<file path="src/prhc_pkg.sv">
/*
 Constants shared by the reference and holdover control block: register
 offsets, field positions, reset values and holdover controller states.
 Assumes an 8-bit register port with byte-wide data.
*/
package prhc_pkg;
   // ==========================================================
   // Register offsets
   localparam logic [7:0] ADDR_THR_SEL = 8'h1a;   // Threshold select
   localparam logic [7:0] ADDR_REF_CTRL = 8'h1c;  // reference_input_control
   localparam logic [7:0] ADDR_HO_CTRL = 8'h1d;   // holdover_control
   localparam logic [7:0] ADDR_STATUS = 8'h1f;    // pll_status_readback
   localparam logic [7:0] ADDR_IRQ_STAT = 8'h20;  // Sticky events, W1C
   localparam logic [7:0] ADDR_IRQ_MASK = 8'h21;  // Event mask
   // ==========================================================
   // Field positions
   localparam int THR_SEL_BIT = 6;      // SECOND_REFERENCE_INPUT threshold choice
   localparam int SECOND_REFERENCE_INPUT_PWR_BIT = 2;     // Second input power
   localparam int FIRST_REFERENCE_INPUT_PWR_BIT = 1;     // First input power
   localparam int DIFF_REF_BIT = 0;     // Differential mode
   localparam int STAT_DIS_BIT = 4;     // Status readback disable
   localparam int LD_CMP_BIT = 3;       // Lock-detect comparator
   localparam int HO_EN_HI_BIT = 2;     // Holdover enable, upper
   localparam int EXT_HO_BIT = 1;       // External holdover
   localparam int HO_EN_LO_BIT = 0;     // Holdover enable, lower
   localparam int ST_CAL_BIT = 6;       // Calibration finished
   localparam int ST_HOLD_BIT = 5;      // In holdover
   localparam int ST_SECOND_REFERENCE_INPUT_BIT = 4;      // Second input selected
   localparam int ST_VCO_BIT = 3;       // VCO above threshold
   localparam int ST_REF2F_BIT = 2;     // SECOND_REFERENCE_INPUT above threshold
   localparam int ST_REF1F_BIT = 1;     // FIRST_REFERENCE_INPUT above threshold
   localparam int ST_LOCK_BIT = 0;      // Digital lock
   localparam int EV_HOLD_BIT = 0;      // Event: holdover entered
   localparam int EV_UNLOCK_BIT = 1;    // Event: lock lost
   localparam int EV_CAL_BIT = 2;       // Event: calibration done
   localparam int EV_WIDTH = 3;
   // ==========================================================
   // Reset values
   localparam logic [7:0] THR_SEL_RST = 8'h00;
   localparam logic [7:0] REF_CTRL_RST = 8'h00;
   localparam logic [7:0] HO_CTRL_RST = 8'h00;
   localparam logic [2:0] IRQ_RST = 3'h0;
   // ==========================================================
   // Automatic holdover controller states
   typedef enum logic [1:0] {
      PRHC_IDLE,     // Waiting for lock on a good reference
      PRHC_LOCKED,   // Locked, watching the reference
      PRHC_HOLD      // Reference lost after lock, holding
   } prhc_ho_state_t;
endpackage

</file>
<file path="src/prhc_holdover.sv">
/*
 Holdover controller: automatic state machine plus external pin control.
 Assumes all inputs are synchronous to i_clk and the enable and mode come
 from the register file of the enclosing block.
*/
`timescale 1ns/1ps
module prhc_holdover (
   input wire logic i_clk,
   input wire logic i_reset_n,
   input wire logic i_enable,       // Both enable bits set
   input wire logic i_external,     // Pin-driven mode
   input wire logic i_sync_n,       // External hold pin, low holds
   input wire logic i_ld_true,      // Lock-detect pin judged true
   input wire logic i_ref_ok,       // Selected reference is good
   input wire logic i_locked,       // Digital lock
   output logic o_holdover          // In holdover state
);
   import prhc_pkg::*;

   prhc_ho_state_t state;           // Automatic controller state
   prhc_ho_state_t next_state;
   logic auto_run;                  // Automatic controller allowed

   assign auto_run = i_enable && !i_external;

   // ==========================================================
   // Next state
   always_comb begin
      next_state = state;
      case (state)
         PRHC_IDLE: begin
            if (i_locked && i_ref_ok) begin
               next_state = PRHC_LOCKED;
            end
         end
         PRHC_LOCKED: begin
            // Hold only if the loop was locked before the loss
            if (!i_ref_ok && i_ld_true) begin
               next_state = PRHC_HOLD;
            end else if (!i_ref_ok) begin
               next_state = PRHC_IDLE;
            end
         end
         PRHC_HOLD: begin
            // Reference back: reacquire from scratch
            if (i_ref_ok) begin
               next_state = PRHC_IDLE;
            end
         end
         default: next_state = PRHC_IDLE;
      endcase
      if (!auto_run) begin
         next_state = PRHC_IDLE;
      end
   end

   // State register
   always_ff @(posedge i_clk or negedge i_reset_n) begin
      if (!i_reset_n) begin
         state <= PRHC_IDLE;
      end else begin
         state <= next_state;
      end
   end

   // Holdover flag, from the machine or from the pin
   always_ff @(posedge i_clk or negedge i_reset_n) begin
      if (!i_reset_n) begin
         o_holdover <= 1'b0;
      end else if (!i_enable) begin
         o_holdover <= 1'b0;
      end else if (i_external) begin
         o_holdover <= !i_sync_n;
      end else begin
         o_holdover <= (next_state == PRHC_HOLD);
      end
   end

   a_ext_follows_pin: assert property (
      @(posedge i_clk) disable iff (!i_reset_n)
      (i_enable && i_external) |=> (o_holdover == !$past(i_sync_n)))
      else $error("External holdover does not follow pin");

   a_auto_needs_ld: assert property (
      @(posedge i_clk) disable iff (!i_reset_n)
      (auto_run && state == PRHC_LOCKED && !i_ref_ok && !i_ld_true)
      |=> !o_holdover)
      else $error("Holdover entered without lock-detect pin");
endmodule

</file>
<file path="src/prhc_top.sv">
/*
 Reference input power, reference mode and holdover control with a
 read-only PLL status register, an event interrupt and a byte register
 port. Assumes a master that issues one-cycle read or write strobes and
 takes read data in the cycle after the read strobe.
*/
// Operation
// - Bit 2 powers second reference input
// - Bit 1 powers first reference input
// - Bit 0 selects differential reference mode
// - Bit 4 disables status register readback
// - Bit 3 enables lock-detect pin comparator
// - Comparator off: pin treated as true
// - Holdover needs both bits 2 and 0
// - Bit 1 hands holdover to sync pin
// - Status bit 6: calibration finished
// - Status bit 5: holdover state active
// - Status bit 4: second reference selected
// - Status bit 3: VCO above threshold
// - Status bit 2: second reference above threshold
// - Status bit 1: first reference above threshold
// - Status bit 0: digital lock detect
`timescale 1ns/1ps
module prhc_top (
   input wire logic i_clk,
   input wire logic i_reset_n,
   // Register port
   input wire logic [7:0] i_addr,
   input wire logic [7:0] i_wdata,
   input wire logic i_wr,
   input wire logic i_rd,
   output logic [7:0] o_rdata,
   // Live conditions from the analog and PLL side
   input wire logic i_vco_cal_done,       // Calibration finished
   input wire logic i_vco_above_thr,      // VCO frequency monitor
   input wire logic i_first_reference_input_above_thr,     // First input monitor
   input wire logic i_second_reference_input_above_thr,     // Second input monitor
   input wire logic i_digital_lock,       // Digital lock detect
   input wire logic i_second_reference_input_in_use,        // Switch feeds second input
   input wire logic i_selected_ref_ok,    // Selected reference good
   input wire logic i_lock_detect_pin,    // Comparator on the LD pin
   input wire logic i_sync_n,             // External holdover pin
   // Controls to the analog side
   output logic o_first_reference_input_pwr,
   output logic o_second_reference_input_pwr,
   output logic o_diff_ref_mode,
   output logic o_ld_comparator_en,
   output logic o_second_reference_input_thr_sel,
   output logic o_holdover_active,
   output logic o_irq
);
   import prhc_pkg::*;

   // ==========================================================
   // Register storage
   logic [7:0] thr_sel_reg;      // Threshold select register
   logic [7:0] ref_ctrl;         // reference_input_control
   logic [7:0] ho_ctrl;          // holdover_control
   logic [EV_WIDTH-1:0] irq_stat; // Sticky events
   logic [EV_WIDTH-1:0] irq_mask; // Event enables
   logic [EV_WIDTH-1:0] events;  // One-cycle event pulses
   logic [7:0] status;           // Live status byte
   logic [7:0] next_rdata;       // Read mux result
   logic ho_enable;              // Both holdover bits set
   logic ld_true;                // Lock-detect as seen by holdover
   logic holdover;               // Controller output
   logic hold_q;                 // Previous holdover, for edges
   logic lock_q;                 // Previous lock, for edges
   logic cal_q;                  // Previous calibration flag

   // Write strobe qualified by address
   function automatic logic wr_hit(input logic [7:0] a);
      wr_hit = i_wr && (i_addr == a);
   endfunction

   // ==========================================================
   // Reference input control register
   // Writes to the status offset fall through and are dropped.
   always_ff @(posedge i_clk or negedge i_reset_n) begin
      if (!i_reset_n) begin
         ref_ctrl <= REF_CTRL_RST;
      end else if (wr_hit(ADDR_REF_CTRL)) begin
         ref_ctrl <= i_wdata;
      end
   end

   // Holdover control register
   always_ff @(posedge i_clk or negedge i_reset_n) begin
      if (!i_reset_n) begin
         ho_ctrl <= HO_CTRL_RST;
      end else if (wr_hit(ADDR_HO_CTRL)) begin
         ho_ctrl <= i_wdata;
      end
   end

   // Threshold select register, only bit 6 kept meaningful
   always_ff @(posedge i_clk or negedge i_reset_n) begin
      if (!i_reset_n) begin
         thr_sel_reg <= THR_SEL_RST;
      end else if (wr_hit(ADDR_THR_SEL)) begin
         thr_sel_reg <= i_wdata;
      end
   end

   // ==========================================================
   // Control outputs, each straight from a flop
   always_ff @(posedge i_clk or negedge i_reset_n) begin
      if (!i_reset_n) begin
         o_first_reference_input_pwr <= 1'b0;
         o_second_reference_input_pwr <= 1'b0;
         o_diff_ref_mode <= 1'b0;
         o_ld_comparator_en <= 1'b0;
         o_second_reference_input_thr_sel <= 1'b0;
      end else begin
         o_second_reference_input_pwr <= ref_ctrl[SECOND_REFERENCE_INPUT_PWR_BIT];
         o_first_reference_input_pwr <= ref_ctrl[FIRST_REFERENCE_INPUT_PWR_BIT];
         // Switchover only works single-ended; not enforced here
         o_diff_ref_mode <= ref_ctrl[DIFF_REF_BIT];
         o_ld_comparator_en <= ho_ctrl[LD_CMP_BIT];
         o_second_reference_input_thr_sel <= thr_sel_reg[THR_SEL_BIT];
      end
   end

   // ==========================================================
   // Holdover
   assign ho_enable = ho_ctrl[HO_EN_HI_BIT] && ho_ctrl[HO_EN_LO_BIT];
   // With the comparator off the pin always counts as locked before
   assign ld_true = !ho_ctrl[LD_CMP_BIT] || i_lock_detect_pin;

   // Calibration hazard is left to software: holdover is not gated
   // by calibration, since the hardware cannot know intent.
   prhc_holdover u_holdover (
      .i_clk(i_clk),
      .i_reset_n(i_reset_n),
      .i_enable(ho_enable),
      .i_external(ho_ctrl[EXT_HO_BIT]),
      .i_sync_n(i_sync_n),
      .i_ld_true(ld_true),
      .i_ref_ok(i_selected_ref_ok),
      .i_locked(i_digital_lock),
      .o_holdover(holdover)
   );

   // Pass the controller flop out unchanged
   assign o_holdover_active = holdover;

   // ==========================================================
   // Live status byte; bit 7 reserved reads zero
   always_comb begin
      status = 8'h00;
      status[ST_CAL_BIT] = i_vco_cal_done;
      status[ST_HOLD_BIT] = holdover;
      // Differential mode always counts as the first input
      status[ST_SECOND_REFERENCE_INPUT_BIT] = i_second_reference_input_in_use && !ref_ctrl[DIFF_REF_BIT];
      status[ST_VCO_BIT] = i_vco_above_thr;
      status[ST_REF2F_BIT] = i_second_reference_input_above_thr;
      status[ST_REF1F_BIT] = i_first_reference_input_above_thr;
      status[ST_LOCK_BIT] = i_digital_lock;
   end

   // ==========================================================
   // Read mux; unmapped offsets read zero
   always_comb begin
      next_rdata = 8'h00;
      case (i_addr)
         ADDR_THR_SEL: next_rdata = thr_sel_reg;
         ADDR_REF_CTRL: next_rdata = ref_ctrl;
         ADDR_HO_CTRL: next_rdata = ho_ctrl;
         ADDR_STATUS: begin
            // Disabled readback returns zero, no side effect
            if (!ho_ctrl[STAT_DIS_BIT]) begin
               next_rdata = status;
            end
         end
         ADDR_IRQ_STAT: next_rdata = {5'h00, irq_stat};
         ADDR_IRQ_MASK: next_rdata = {5'h00, irq_mask};
         default: next_rdata = 8'h00;
      endcase
   end

   // Read data valid only in the cycle after the strobe
   always_ff @(posedge i_clk or negedge i_reset_n) begin
      if (!i_reset_n) begin
         o_rdata <= 8'h00;
      end else if (i_rd) begin
         o_rdata <= next_rdata;
      end else begin
         o_rdata <= 8'h00;
      end
   end

   // ==========================================================
   // Edge history for event detection
   always_ff @(posedge i_clk or negedge i_reset_n) begin
      if (!i_reset_n) begin
         hold_q <= 1'b0;
         lock_q <= 1'b0;
         cal_q <= 1'b0;
      end else begin
         hold_q <= holdover;
         lock_q <= i_digital_lock;
         cal_q <= i_vco_cal_done;
      end
   end

   // Event pulses: holdover entered, lock lost, calibration done
   always_comb begin
      events = '0;
      events[EV_HOLD_BIT] = holdover && !hold_q;
      events[EV_UNLOCK_BIT] = lock_q && !i_digital_lock;
      events[EV_CAL_BIT] = i_vco_cal_done && !cal_q;
   end

   // ==========================================================
   // Sticky status; a set in the clearing cycle wins
   always_ff @(posedge i_clk or negedge i_reset_n) begin
      if (!i_reset_n) begin
         irq_stat <= IRQ_RST;
      end else if (wr_hit(ADDR_IRQ_STAT)) begin
         irq_stat <= (irq_stat & ~i_wdata[EV_WIDTH-1:0]) | events;
      end else begin
         irq_stat <= irq_stat | events;
      end
   end

   // Mask register
   always_ff @(posedge i_clk or negedge i_reset_n) begin
      if (!i_reset_n) begin
         irq_mask <= IRQ_RST;
      end else if (wr_hit(ADDR_IRQ_MASK)) begin
         irq_mask <= i_wdata[EV_WIDTH-1:0];
      end
   end

   // Level interrupt, one cycle behind the sticky bits
   always_ff @(posedge i_clk or negedge i_reset_n) begin
      if (!i_reset_n) begin
         o_irq <= 1'b0;
      end else begin
         o_irq <= |(irq_stat & irq_mask);
      end
   end

   // ==========================================================
   // Checks
   a_second_reference_input_power: assert property (
      @(posedge i_clk) disable iff (!i_reset_n)
      wr_hit(ADDR_REF_CTRL) |=> ##1
      (o_second_reference_input_pwr == $past(i_wdata[SECOND_REFERENCE_INPUT_PWR_BIT], 2)))
      else $error("Second input power does not follow write");

   a_first_reference_input_power: assert property (
      @(posedge i_clk) disable iff (!i_reset_n)
      wr_hit(ADDR_REF_CTRL) |=> ##1
      (o_first_reference_input_pwr == $past(i_wdata[FIRST_REFERENCE_INPUT_PWR_BIT], 2)))
      else $error("First input power does not follow write");

   a_diff_mode: assert property (
      @(posedge i_clk) disable iff (!i_reset_n)
      wr_hit(ADDR_REF_CTRL) |=> ##1
      (o_diff_ref_mode == $past(i_wdata[DIFF_REF_BIT], 2)))
      else $error("Reference mode does not follow write");

   a_readback_off: assert property (
      @(posedge i_clk) disable iff (!i_reset_n)
      (i_rd && i_addr == ADDR_STATUS && ho_ctrl[STAT_DIS_BIT])
      |=> (o_rdata == 8'h00))
      else $error("Status read while readback disabled");

   a_cmp_enable: assert property (
      @(posedge i_clk) disable iff (!i_reset_n)
      ##1 (o_ld_comparator_en == $past(ho_ctrl[LD_CMP_BIT])))
      else $error("Comparator enable does not follow register");

   a_hold_needs_en: assert property (
      @(posedge i_clk) disable iff (!i_reset_n)
      !ho_enable |=> !o_holdover_active)
      else $error("Holdover active while disabled");

   a_status_read: assert property (
      @(posedge i_clk) disable iff (!i_reset_n)
      (i_rd && i_addr == ADDR_STATUS && !ho_ctrl[STAT_DIS_BIT])
      |=> (o_rdata[ST_CAL_BIT] == $past(i_vco_cal_done))
      && (o_rdata[ST_LOCK_BIT] == $past(i_digital_lock))
      && (o_rdata[ST_HOLD_BIT] == $past(holdover)))
      else $error("Status bits differ from live conditions");

   a_second_reference_input_sel_diff: assert property (
      @(posedge i_clk) disable iff (!i_reset_n)
      (i_rd && i_addr == ADDR_STATUS && ref_ctrl[DIFF_REF_BIT])
      |=> !o_rdata[ST_SECOND_REFERENCE_INPUT_BIT])
      else $error("Second input reported in differential mode");

   a_freq_bits: assert property (
      @(posedge i_clk) disable iff (!i_reset_n)
      (i_rd && i_addr == ADDR_STATUS && !ho_ctrl[STAT_DIS_BIT])
      |=> (o_rdata[ST_VCO_BIT] == $past(i_vco_above_thr))
      && (o_rdata[ST_REF2F_BIT] == $past(i_second_reference_input_above_thr))
      && (o_rdata[ST_REF1F_BIT] == $past(i_first_reference_input_above_thr)))
      else $error("Frequency monitor bits differ from inputs");

   a_status_no_write: assert property (
      @(posedge i_clk) disable iff (!i_reset_n)
      wr_hit(ADDR_STATUS) |=> $stable(ref_ctrl) && $stable(ho_ctrl))
      else $error("Status write altered control registers");

   a_irq_sticky: assert property (
      @(posedge i_clk) disable iff (!i_reset_n)
      (events[EV_HOLD_BIT]) |=> irq_stat[EV_HOLD_BIT])
      else $error("Holdover event lost");

   a_thr_sel_out: assert property (
      @(posedge i_clk) disable iff (!i_reset_n)
      ##1 (o_second_reference_input_thr_sel == $past(thr_sel_reg[THR_SEL_BIT])))
      else $error("Threshold select does not follow register");

   a_second_reference_input_selected: assert property (
      @(posedge i_clk) disable iff (!i_reset_n)
      (i_rd && i_addr == ADDR_STATUS && !ho_ctrl[STAT_DIS_BIT]
      && !ref_ctrl[DIFF_REF_BIT])
      |=> (o_rdata[ST_SECOND_REFERENCE_INPUT_BIT] == $past(i_second_reference_input_in_use)))
      else $error("Second input selection misreported");

   a_rdata_idle: assert property (
      @(posedge i_clk) disable iff (!i_reset_n)
      !i_rd |=> (o_rdata == 8'h00))
      else $error("Read data present without a read");

   a_irq_level: assert property (
      @(posedge i_clk) disable iff (!i_reset_n)
      ##1 (o_irq == $past(|(irq_stat & irq_mask))))
      else $error("Interrupt level does not follow status");

   a_w1c_clear: assert property (
      @(posedge i_clk) disable iff (!i_reset_n)
      (wr_hit(ADDR_IRQ_STAT) && i_wdata[EV_HOLD_BIT]
      && !events[EV_HOLD_BIT])
      |=> !irq_stat[EV_HOLD_BIT])
      else $error("Holdover event not cleared by write");
endmodule

</file>
<file path="config.mk">
export PLATFORM = sky130hd
export DESIGN_NAME = prhc_top
export DESIGN_NICKNAME = d
export VERILOG_FILES = /design/src/prhc_pkg.sv /design/src/prhc_holdover.sv /design/src/prhc_top.sv
export SDC_FILE = /design/constraint.sdc
export NUM_CORES = 1
export LEC_CHECK = 0
export ABC_AREA = 1
export BUFFER_PORTS_ARGS = -buffer_cell sky130_fd_sc_hd__buf_2
export CORE_UTILIZATION = 50
export CTS_BUF_LIST = sky130_fd_sc_hd__clkbuf_4
export CTS_CLUSTER_DIAMETER = 120
export DETAILED_ROUTE_END_ITERATION = 10
export PLACE_DENSITY = 0.84
export SYNTH_ARGS = -nofsm -noshare
export SYNTH_HDL_FRONTEND = slang
export SYNTH_SLANG_ARGS = --single-unit
export TNS_END_PERCENT = 100
</file>
<file path="constraint.sdc">
create_clock -name i_clk -period 1.03 [get_ports i_clk]
set_input_delay 0 -clock i_clk [delete_from_list [all_inputs] [get_ports i_clk]]
set_output_delay 0 -clock i_clk [all_outputs]
set_load 0.02 [all_outputs]
</file>
==> reports/qor.csv, run 1 <==
metric,value,unit
avgSynthCellArea,8.79,sq um
netlist_instances,278,
hp-class,primary input to flip-flop,
synth_fp_nets,307,
crit_start,ho_ctrl[0],
p_sw_share,26.8,%
drive_gt1_share,32.8,%
syn_area,2440,sq um
cts.htree.levels,2,
layout.nets,391,
dp_hpwl,4140,microns
ys_types,28,
status,finished clean,
fin_worst_skew,0.00854,ns
finalWorstSetupSlack,0.0327,ns
rows,25,
setup_viol,0,
vdd_drop_max,0.546,mV
slew_headroom,80.4,%
num_vias,2154,
ant_nets,0,
die_height,71.9,microns
power.switching,0.926,mW
grt_pass1_wl,9350,microns
globalRouteTotalUtil,23.9,%
mostFrequentLayoutCells,"63 x nand2_1, 49 x dfrtp_1, 42 x buf_2",
cellLeakagePower,1.65,nW
post_drt_wl_per_cell,13.0,microns
critPathMaxFanout,3,
cts.sinks,50,
drcViolationCount,0,
r2r-start,ho_ctrl[0],
crit_buf_inv,1,
pin_count,44,
syn_to_final_growth,29.5,%
place_ws,-0.117,ns
path_common_cell,nand3_2,
maxCapViolCount,0,
clkLatencyLatePin,0.37,ns
dieWidth,71.9,microns
final_common_cell,nand2_1,
reg2reg_slack,0.03,ns
crit_slowest_cell,dfrtp_1,
slew_violations,0,
wirelength,5590,microns
fmax,1000,MHz
root_buffer,clkbuf_4,
tightest_slew,0.293,ns
antennaDiodeCount,0,
worst-path-stages,5,
port-buffer-count,43,
ys_ff_latch,50,
grt_max_degree,51,
yosys_warnings,0,
fp.dieArea,5170,sq um
via_per_inst,5.01,
rr_endpoint,o_rdata[0],
power_frac_clock,24.0,%
grt_setup_unrepaired,yes,
criticalPathCategory,flip-flop to flip-flop,
initial_core_util,51.7,%
seq_area_frac_synth,51.2,%
grt-ovfl-total,0,
antenna_found_initial,0,
cp-start-kind,flip-flop,
first_pass_iters,5,
intPower,2.53,mW
final.setup.tns,0,ns
core-area,4720,sq um
endpoint,o_rdata[0],
cts_made_buffers,5,
grt_pass1_vias,2038,
clk_pin_slew,0.13,ns
cp.required,1.30,ns
power_density,1090,nW/um^2
r2r_cells,5,
critPathArrivalTime,1.26,ns
drt_iter0_drc,186,
cts_tree,done,
clock_path_buffers,2,
finalHoldViolCount,0,
endpoint_kind,flip-flop,
power_frac_seq,61.4,%
gp_congestion,0.877,
finalCriticalPeriod,0.997,ns
cpLargestDelayFamily,flip-flops,
max_stage_delay,0.46,ns
period_share,96.8,%
p_comb_share,14.6,%
path_cells,buf_6 -> nand3_2 -> nand3_2 -> nor2_2 -> nor2_1,
synthesized netlist by cell type, drive strengths merged:
library cell	number	area, sq um
o21a	9	67.6
inv	28	105
o211ai	1	7.51
nor2	38	219
a21oi	1	5.00
dfrtp	50	1250
o21ai	27	161
buf	7	75.1
nor3	4	25.0
nand2	75	324
nand4	3	18.8
nand3b	1	7.51
nand2b	1	6.26
nand3	33	170
kinds of logic (layout without fill, tap and decap cells):
family	Yosys count	count (layout)	synth area share, %
flip-flops	50	50	51.2
AND/OR/NAND/NOR	155	155	31.5
AO/OA/AOI/OAI	38	38	9.88
buffers and inverters	35	120	7.37
layout make-up:
type,instances,area [sq um]
timing repair buffer,84,602
clock buffer,5,37.5
inverter,28,105
fill,371,1560
clock inverter,3,11.3
sequential,50,1250
tap,67,83.8
multi-input combinational,193,1070
metal layers:
layer | GRT usage (%) | part of all wire, %
met5 | 0 | 0
met4 | 8.50 | 1.4
met3 | 3.19 | 5.5
met2 | 40.6 | 49
met1 | 31.8 | 44
worst min path at each step:
stage                                      start          end  slack [ns]  cells past startpoint
6_report                                    i_wr  ref_ctrl[6]        0.05                      4
5_1_grt                                     i_wr  ref_ctrl[6]        0.06                      4
4_1_cts        i_first_reference_input_above_thr   o_rdata[1]        0.03                      5
3_5_place_dp                           i_reset_n   o_rdata[7]       0.007                      2
3_3_place_gp                           i_reset_n   o_rdata[7]       0.004                      2
2_1_floorplan                          i_reset_n        cal_q       -0.30                      0
stage by stage:
step	util, %	hold slack (ns)	total power, mW	instance area, sq um	instances
CTS	66.3	0.0311	3.47	3130	430
floorplan	-	-0.296	2.35	2440	278
detailed placement	60.8	0.00685	2.59	2870	403
global placement	60.8	0.00364	2.57	2870	403
finish	67.0	0.0490	3.45	3160	430
global route	67.0	0.0587	3.61	3160	430
power groups by stage:
stage / registers (mW) / logic, mW / clock network (mW)
final: 2.12 / 0.504 / 0.829
after global routing: 2.13 / 0.560 / 0.924
after CTS: 2.12 / 0.502 / 0.854
after detailed placement: 2.15 / 0.435 / 0
after global placement: 2.15 / 0.422 / 0
after floorplan: 2.16 / 0.191 / 0
tightest hold or removal path, stage by stage:
cell,delay [ns]
buf_2,0.10
buf_4,0.15
nand3_1,0.08
nand2_1,0.06
what timing repair did:
action                                  4_1_cts  5_1_grt
endpoints found under the hold margin        84        0
endpoints found under the setup margin        3        8
resized for setup                            10       10
setup buffers                                 5        0
hold buffers                                 14        0
pin swaps                                     3        9
(Power assumes the default switching activity.)
==> run 2: changes to the inputs <==
--- a/config.mk
+++ b/config.mk
@@ -6,7 +6,7 @@
 export NUM_CORES = 1
 export LEC_CHECK = 0
 export ABC_AREA = 1
-export BUFFER_PORTS_ARGS = -buffer_cell sky130_fd_sc_hd__buf_2
+export BUFFER_PORTS_ARGS = -buffer_cell sky130_fd_sc_hd__clkbuf_2
 export CORE_UTILIZATION = 50
 export CTS_BUF_LIST = sky130_fd_sc_hd__clkbuf_4
 export CTS_CLUSTER_DIAMETER = 120
@@ -14,5 +14,6 @@
 export PLACE_DENSITY = 0.84
 export SYNTH_ARGS = -nofsm -noshare
 export SYNTH_HDL_FRONTEND = slang
+export SYNTH_HIERARCHICAL = 1
 export SYNTH_SLANG_ARGS = --single-unit
 export TNS_END_PERCENT = 100
==> reports/qor.csv, run 2 <==
metric,value,unit,change
ant_nets,0,,unchanged
synth_most_common_cell,nand2_1,,unchanged
core-area,4470,sq um,was 4720 sq um
power_density,1150,nW/um^2,was 1090 nW/um^2
busiest_layer,met2,,unchanged
cellLeakagePower,1.60,nW,was 1.65 nW
globalRouteTotalUtil,23.7,%,was 23.9%
setup_viol,2,,was 0
rows,24,,was 25
first_pass_iters,8,,was 5
hp-start,i_first_reference_input_above_thr,,was i_wr
yosys-top-cells-area,"dfrtp_1 52%, nand2_1 12%, nand3_1 6.2%, nor2_1 4.4%, inv_1 4.1%",,"was dfrtp_1 51%, nand2_1 9.8%, nand3_1 6.6%, nor2_1 4.6%, inv_1 4.0%"
clk_pin_slew,0.15,ns,was 0.13 ns
yosys.area_share.simple,30.6,%,was 31.5%
synth_top_family_by_area,simple AND/OR/NAND/NOR gates,,unchanged
slew_headroom,76.1,%,was 80.4%
finalHoldViolCount,0,,unchanged
initial_core_util,53.8,%,was 51.7%
cp-start-kind,flip-flop,,unchanged
slew_violations,0,,unchanged
synthAdderAreaFrac,0,%,unchanged
post_drt_wl_per_cell,13.1,microns,was 13.0 microns
finalWorstSetupSlack,-0.00634,ns,was 0.0327 ns
finalCriticalPeriod,1.04,ns,was 0.997 ns
grt_max_degree,51,,unchanged
gp_congestion,0.948,,was 0.877
synth_area_leader_cell,dfrtp_1,,unchanged
period_share,101,%,was 96.8%
cp.required,1.32,ns,was 1.30 ns
rr_endpoint,o_rdata[2],,was o_rdata[0]
synth_top_area_share,52.0,%,was 51.2%
critPathArrivalTime,1.33,ns,was 1.26 ns
syn_area,2410,sq um,was 2440 sq um
maxCapViolCount,0,,unchanged
r2r_cells,6,,was 5
netlist_top_cells_count,"75 x nand2_1, 50 x dfrtp_1, 30 x nand3_1, 28 x nor2_1, 26 x inv_1",,"was 64 x nand2_1, 50 x dfrtp_1, 32 x nand3_1, 30 x nor2_1, 26 x inv_1"
cts_made_buffers,5,,unchanged
criticalPathCategory,flip-flop to flip-flop,,unchanged
num_vias,2138,,was 2154
drt_iter0_drc,171,,was 186
min_to,o_rdata[1],,was ref_ctrl[6]
drcViolationCount,6,,was 0
clkLatencyLatePin,0.38,ns,was 0.37 ns
avgSynthCellArea,8.62,sq um,was 8.79 sq um
ys_types,26,,was 28
ys_ff_latch,50,,unchanged
critPathMaxFanout,6,,was 3
layout.nets,393,,was 391
grt_setup_unrepaired,yes,,unchanged
fillers,353,,was 371
synthArstFlopShare,100,%,unchanged
r2r-start,ho_ctrl[4],,was ho_ctrl[0]
synth_xor_area_share,0,%,unchanged
root_buffer,clkbuf_4,,unchanged
grt_use_met1,30.2,%,was 31.8%
dieWidth,71.4,microns,was 71.9 microns
cts.htree.levels,2,,unchanged
stdcell_count,417,,was 430
endpoint_kind,flip-flop,,unchanged
mostFrequentLayoutCells,"73 x nand2_1, 49 x dfrtp_1, 43 x clkbuf_2",,"was 63 x nand2_1, 49 x dfrtp_1, 42 x buf_2"
use_met3,5.34,%,was 3.19%
grt-ovfl-total,0,,unchanged
synthFlopType,dfrtp_1,,unchanged
clock_path_buffers,2,,unchanged
synth_fp_nets,308,,was 307
tightest_slew,0.358,ns,was 0.293 ns
drive_gt1_share,29.0,%,was 32.8%
seq_area_frac_synth,52.0,%,was 51.2%
via_per_inst,5.13,,was 5.01
cts_tree,done,,unchanged
antennaDiodeCount,0,,unchanged
vdd_drop_max,0.570,mV,was 0.546 mV
use_met2,38.6,%,was 40.6%
die_height,71.4,microns,was 71.9 microns
dp_hpwl,4120,microns,was 4140 microns
holdPathStages,5,,was 4
port-buffer-count,43,,unchanged
fp.dieArea,5090,sq um,was 5170 sq um
grt_pass1_wl,9160,microns,was 9350 microns
final_common_cell,nand2_1,,unchanged
reg2reg_slack,-0.006,ns,was 0.03 ns
status,"complete, but fails checks",,was finished clean
cts.sinks,50,,unchanged
fin_worst_skew,0.0211,ns,was 0.00854 ns
grt_pass1_vias,2019,,was 2038
final_util,68.4,%,was 67.0%
syn_to_final_growth,27.2,%,was 29.5%
fmax,965,MHz,was 1000 MHz
antenna_found_initial,0,,unchanged
synth_edf_count,0,,unchanged
wirelength,5460,microns,was 5590 microns
violations,"DRC, setup timing",,
dp_cells,387,,was 403
synth_compound_area_share,9.98,%,was 9.88%
yosys_warnings,6,,was 0
netlist_instances,279,,was 278
pin_count,44,,unchanged
hp-class,primary input to flip-flop,,unchanged
muxShareOfSynthArea,0,%,unchanged
==> run 2: cell types whose count changed in the layout (fill, tap and decap cells not counted), moves of 4 or more <==
cell      before  now
nand2_2        9    3
nand3_2        5    1
nand2_1       63   73
buf_2         42    0
o21ai_0        7   16
o21ai_2        7    3
clkbuf_2       0   43
==> run 2: logic make-up after synthesis <==
logic type	Yosys count
AOI/OAI and AO/OA	40
buffers and inverters	36
and+or+nand+nor	153
DFF	50
==> run 2: cell type report <==
cell class | instances | area [sq um] | share of cell area (%)
Sequential cell | 50 | 1250 | 40.9
Multi-Input combinational cell | 193 | 983 | 32.1
Timing Repair Buffer | 85 | 594 | 19.4
Inverter | 29 | 109 | 3.56
Tap cell | 52 | 65.1 | 2.13
Clock buffer | 5 | 37.5 | 1.23
Clock inverter | 3 | 20.0 | 0.654
==> run 2: timing repair <==
item / 4_1_cts / 5_1_grt
resized for setup: 2 / 8
setup buffers: 1 / 7
hold buffers: 13 / 1
hold endpoints to repair: 85 / 8
pin swaps: 4 / 6
endpoints found under the setup margin: 5 / 7
==> run 2: per-stage QoR <==
stage / setup TNS, ns / cell area, sq um / setup slack, ns / hold WS (ns) / power [mW]
after floorplan: 0 / 2410 / 0.0353 / -0.296 / 2.34
after global placement: -0.524 / 2790 / -0.0646 / 0.00789 / 2.57
after detailed placement: -1.39 / 2790 / -0.174 / 0.0123 / 2.59
after CTS: -0.00485 / 2990 / -0.00485 / -0.169 / 3.52
after global routing: -0.350 / 3060 / -0.0820 / 0.0163 / 3.69
final: -0.0125 / 3060 / -0.00634 / 0.000313 / 3.54
==> run 2: critical path, stage by stage, from the launching register on <==
cell and delay, ns:
dfrtp_1 0.40, inv_2 0.08, buf_6 0.12, nand4_1 0.09, nand3_1 0.07, nor2_1 0.12, nor2_1 0.05
==> run 2: per-layer routing <==
layer	vias to the layer above	share of wire [%]
li1	1061	-
met1	988	44
met2	74	48
met3	15	6.1
met4	0	2.2
met5	-	0
==> run 2: worst max-delay path by stage <==
stage	start	end	slack [ns]	cells after the start
finish	ho_ctrl[4]	o_rdata[2]	-0.006	6
CTS	ho_ctrl[4]	o_rdata[2]	-0.005	6
floorplan	ho_ctrl[3]	u_holdover/o_holdover	0.04	6
global route	ho_ctrl[4]	o_rdata[1]	-0.08	6
global placement	i_addr[1]	irq_stat[0]	-0.06	7
detailed placement	i_addr[7]	irq_stat[0]	-0.17	7
==> run 2: power breakdown <==
group | internal (mW) | switching, mW
Clock | 0.267 | 0.642
Sequential | 2.06 | 0.0570
Combinational | 0.230 | 0.278
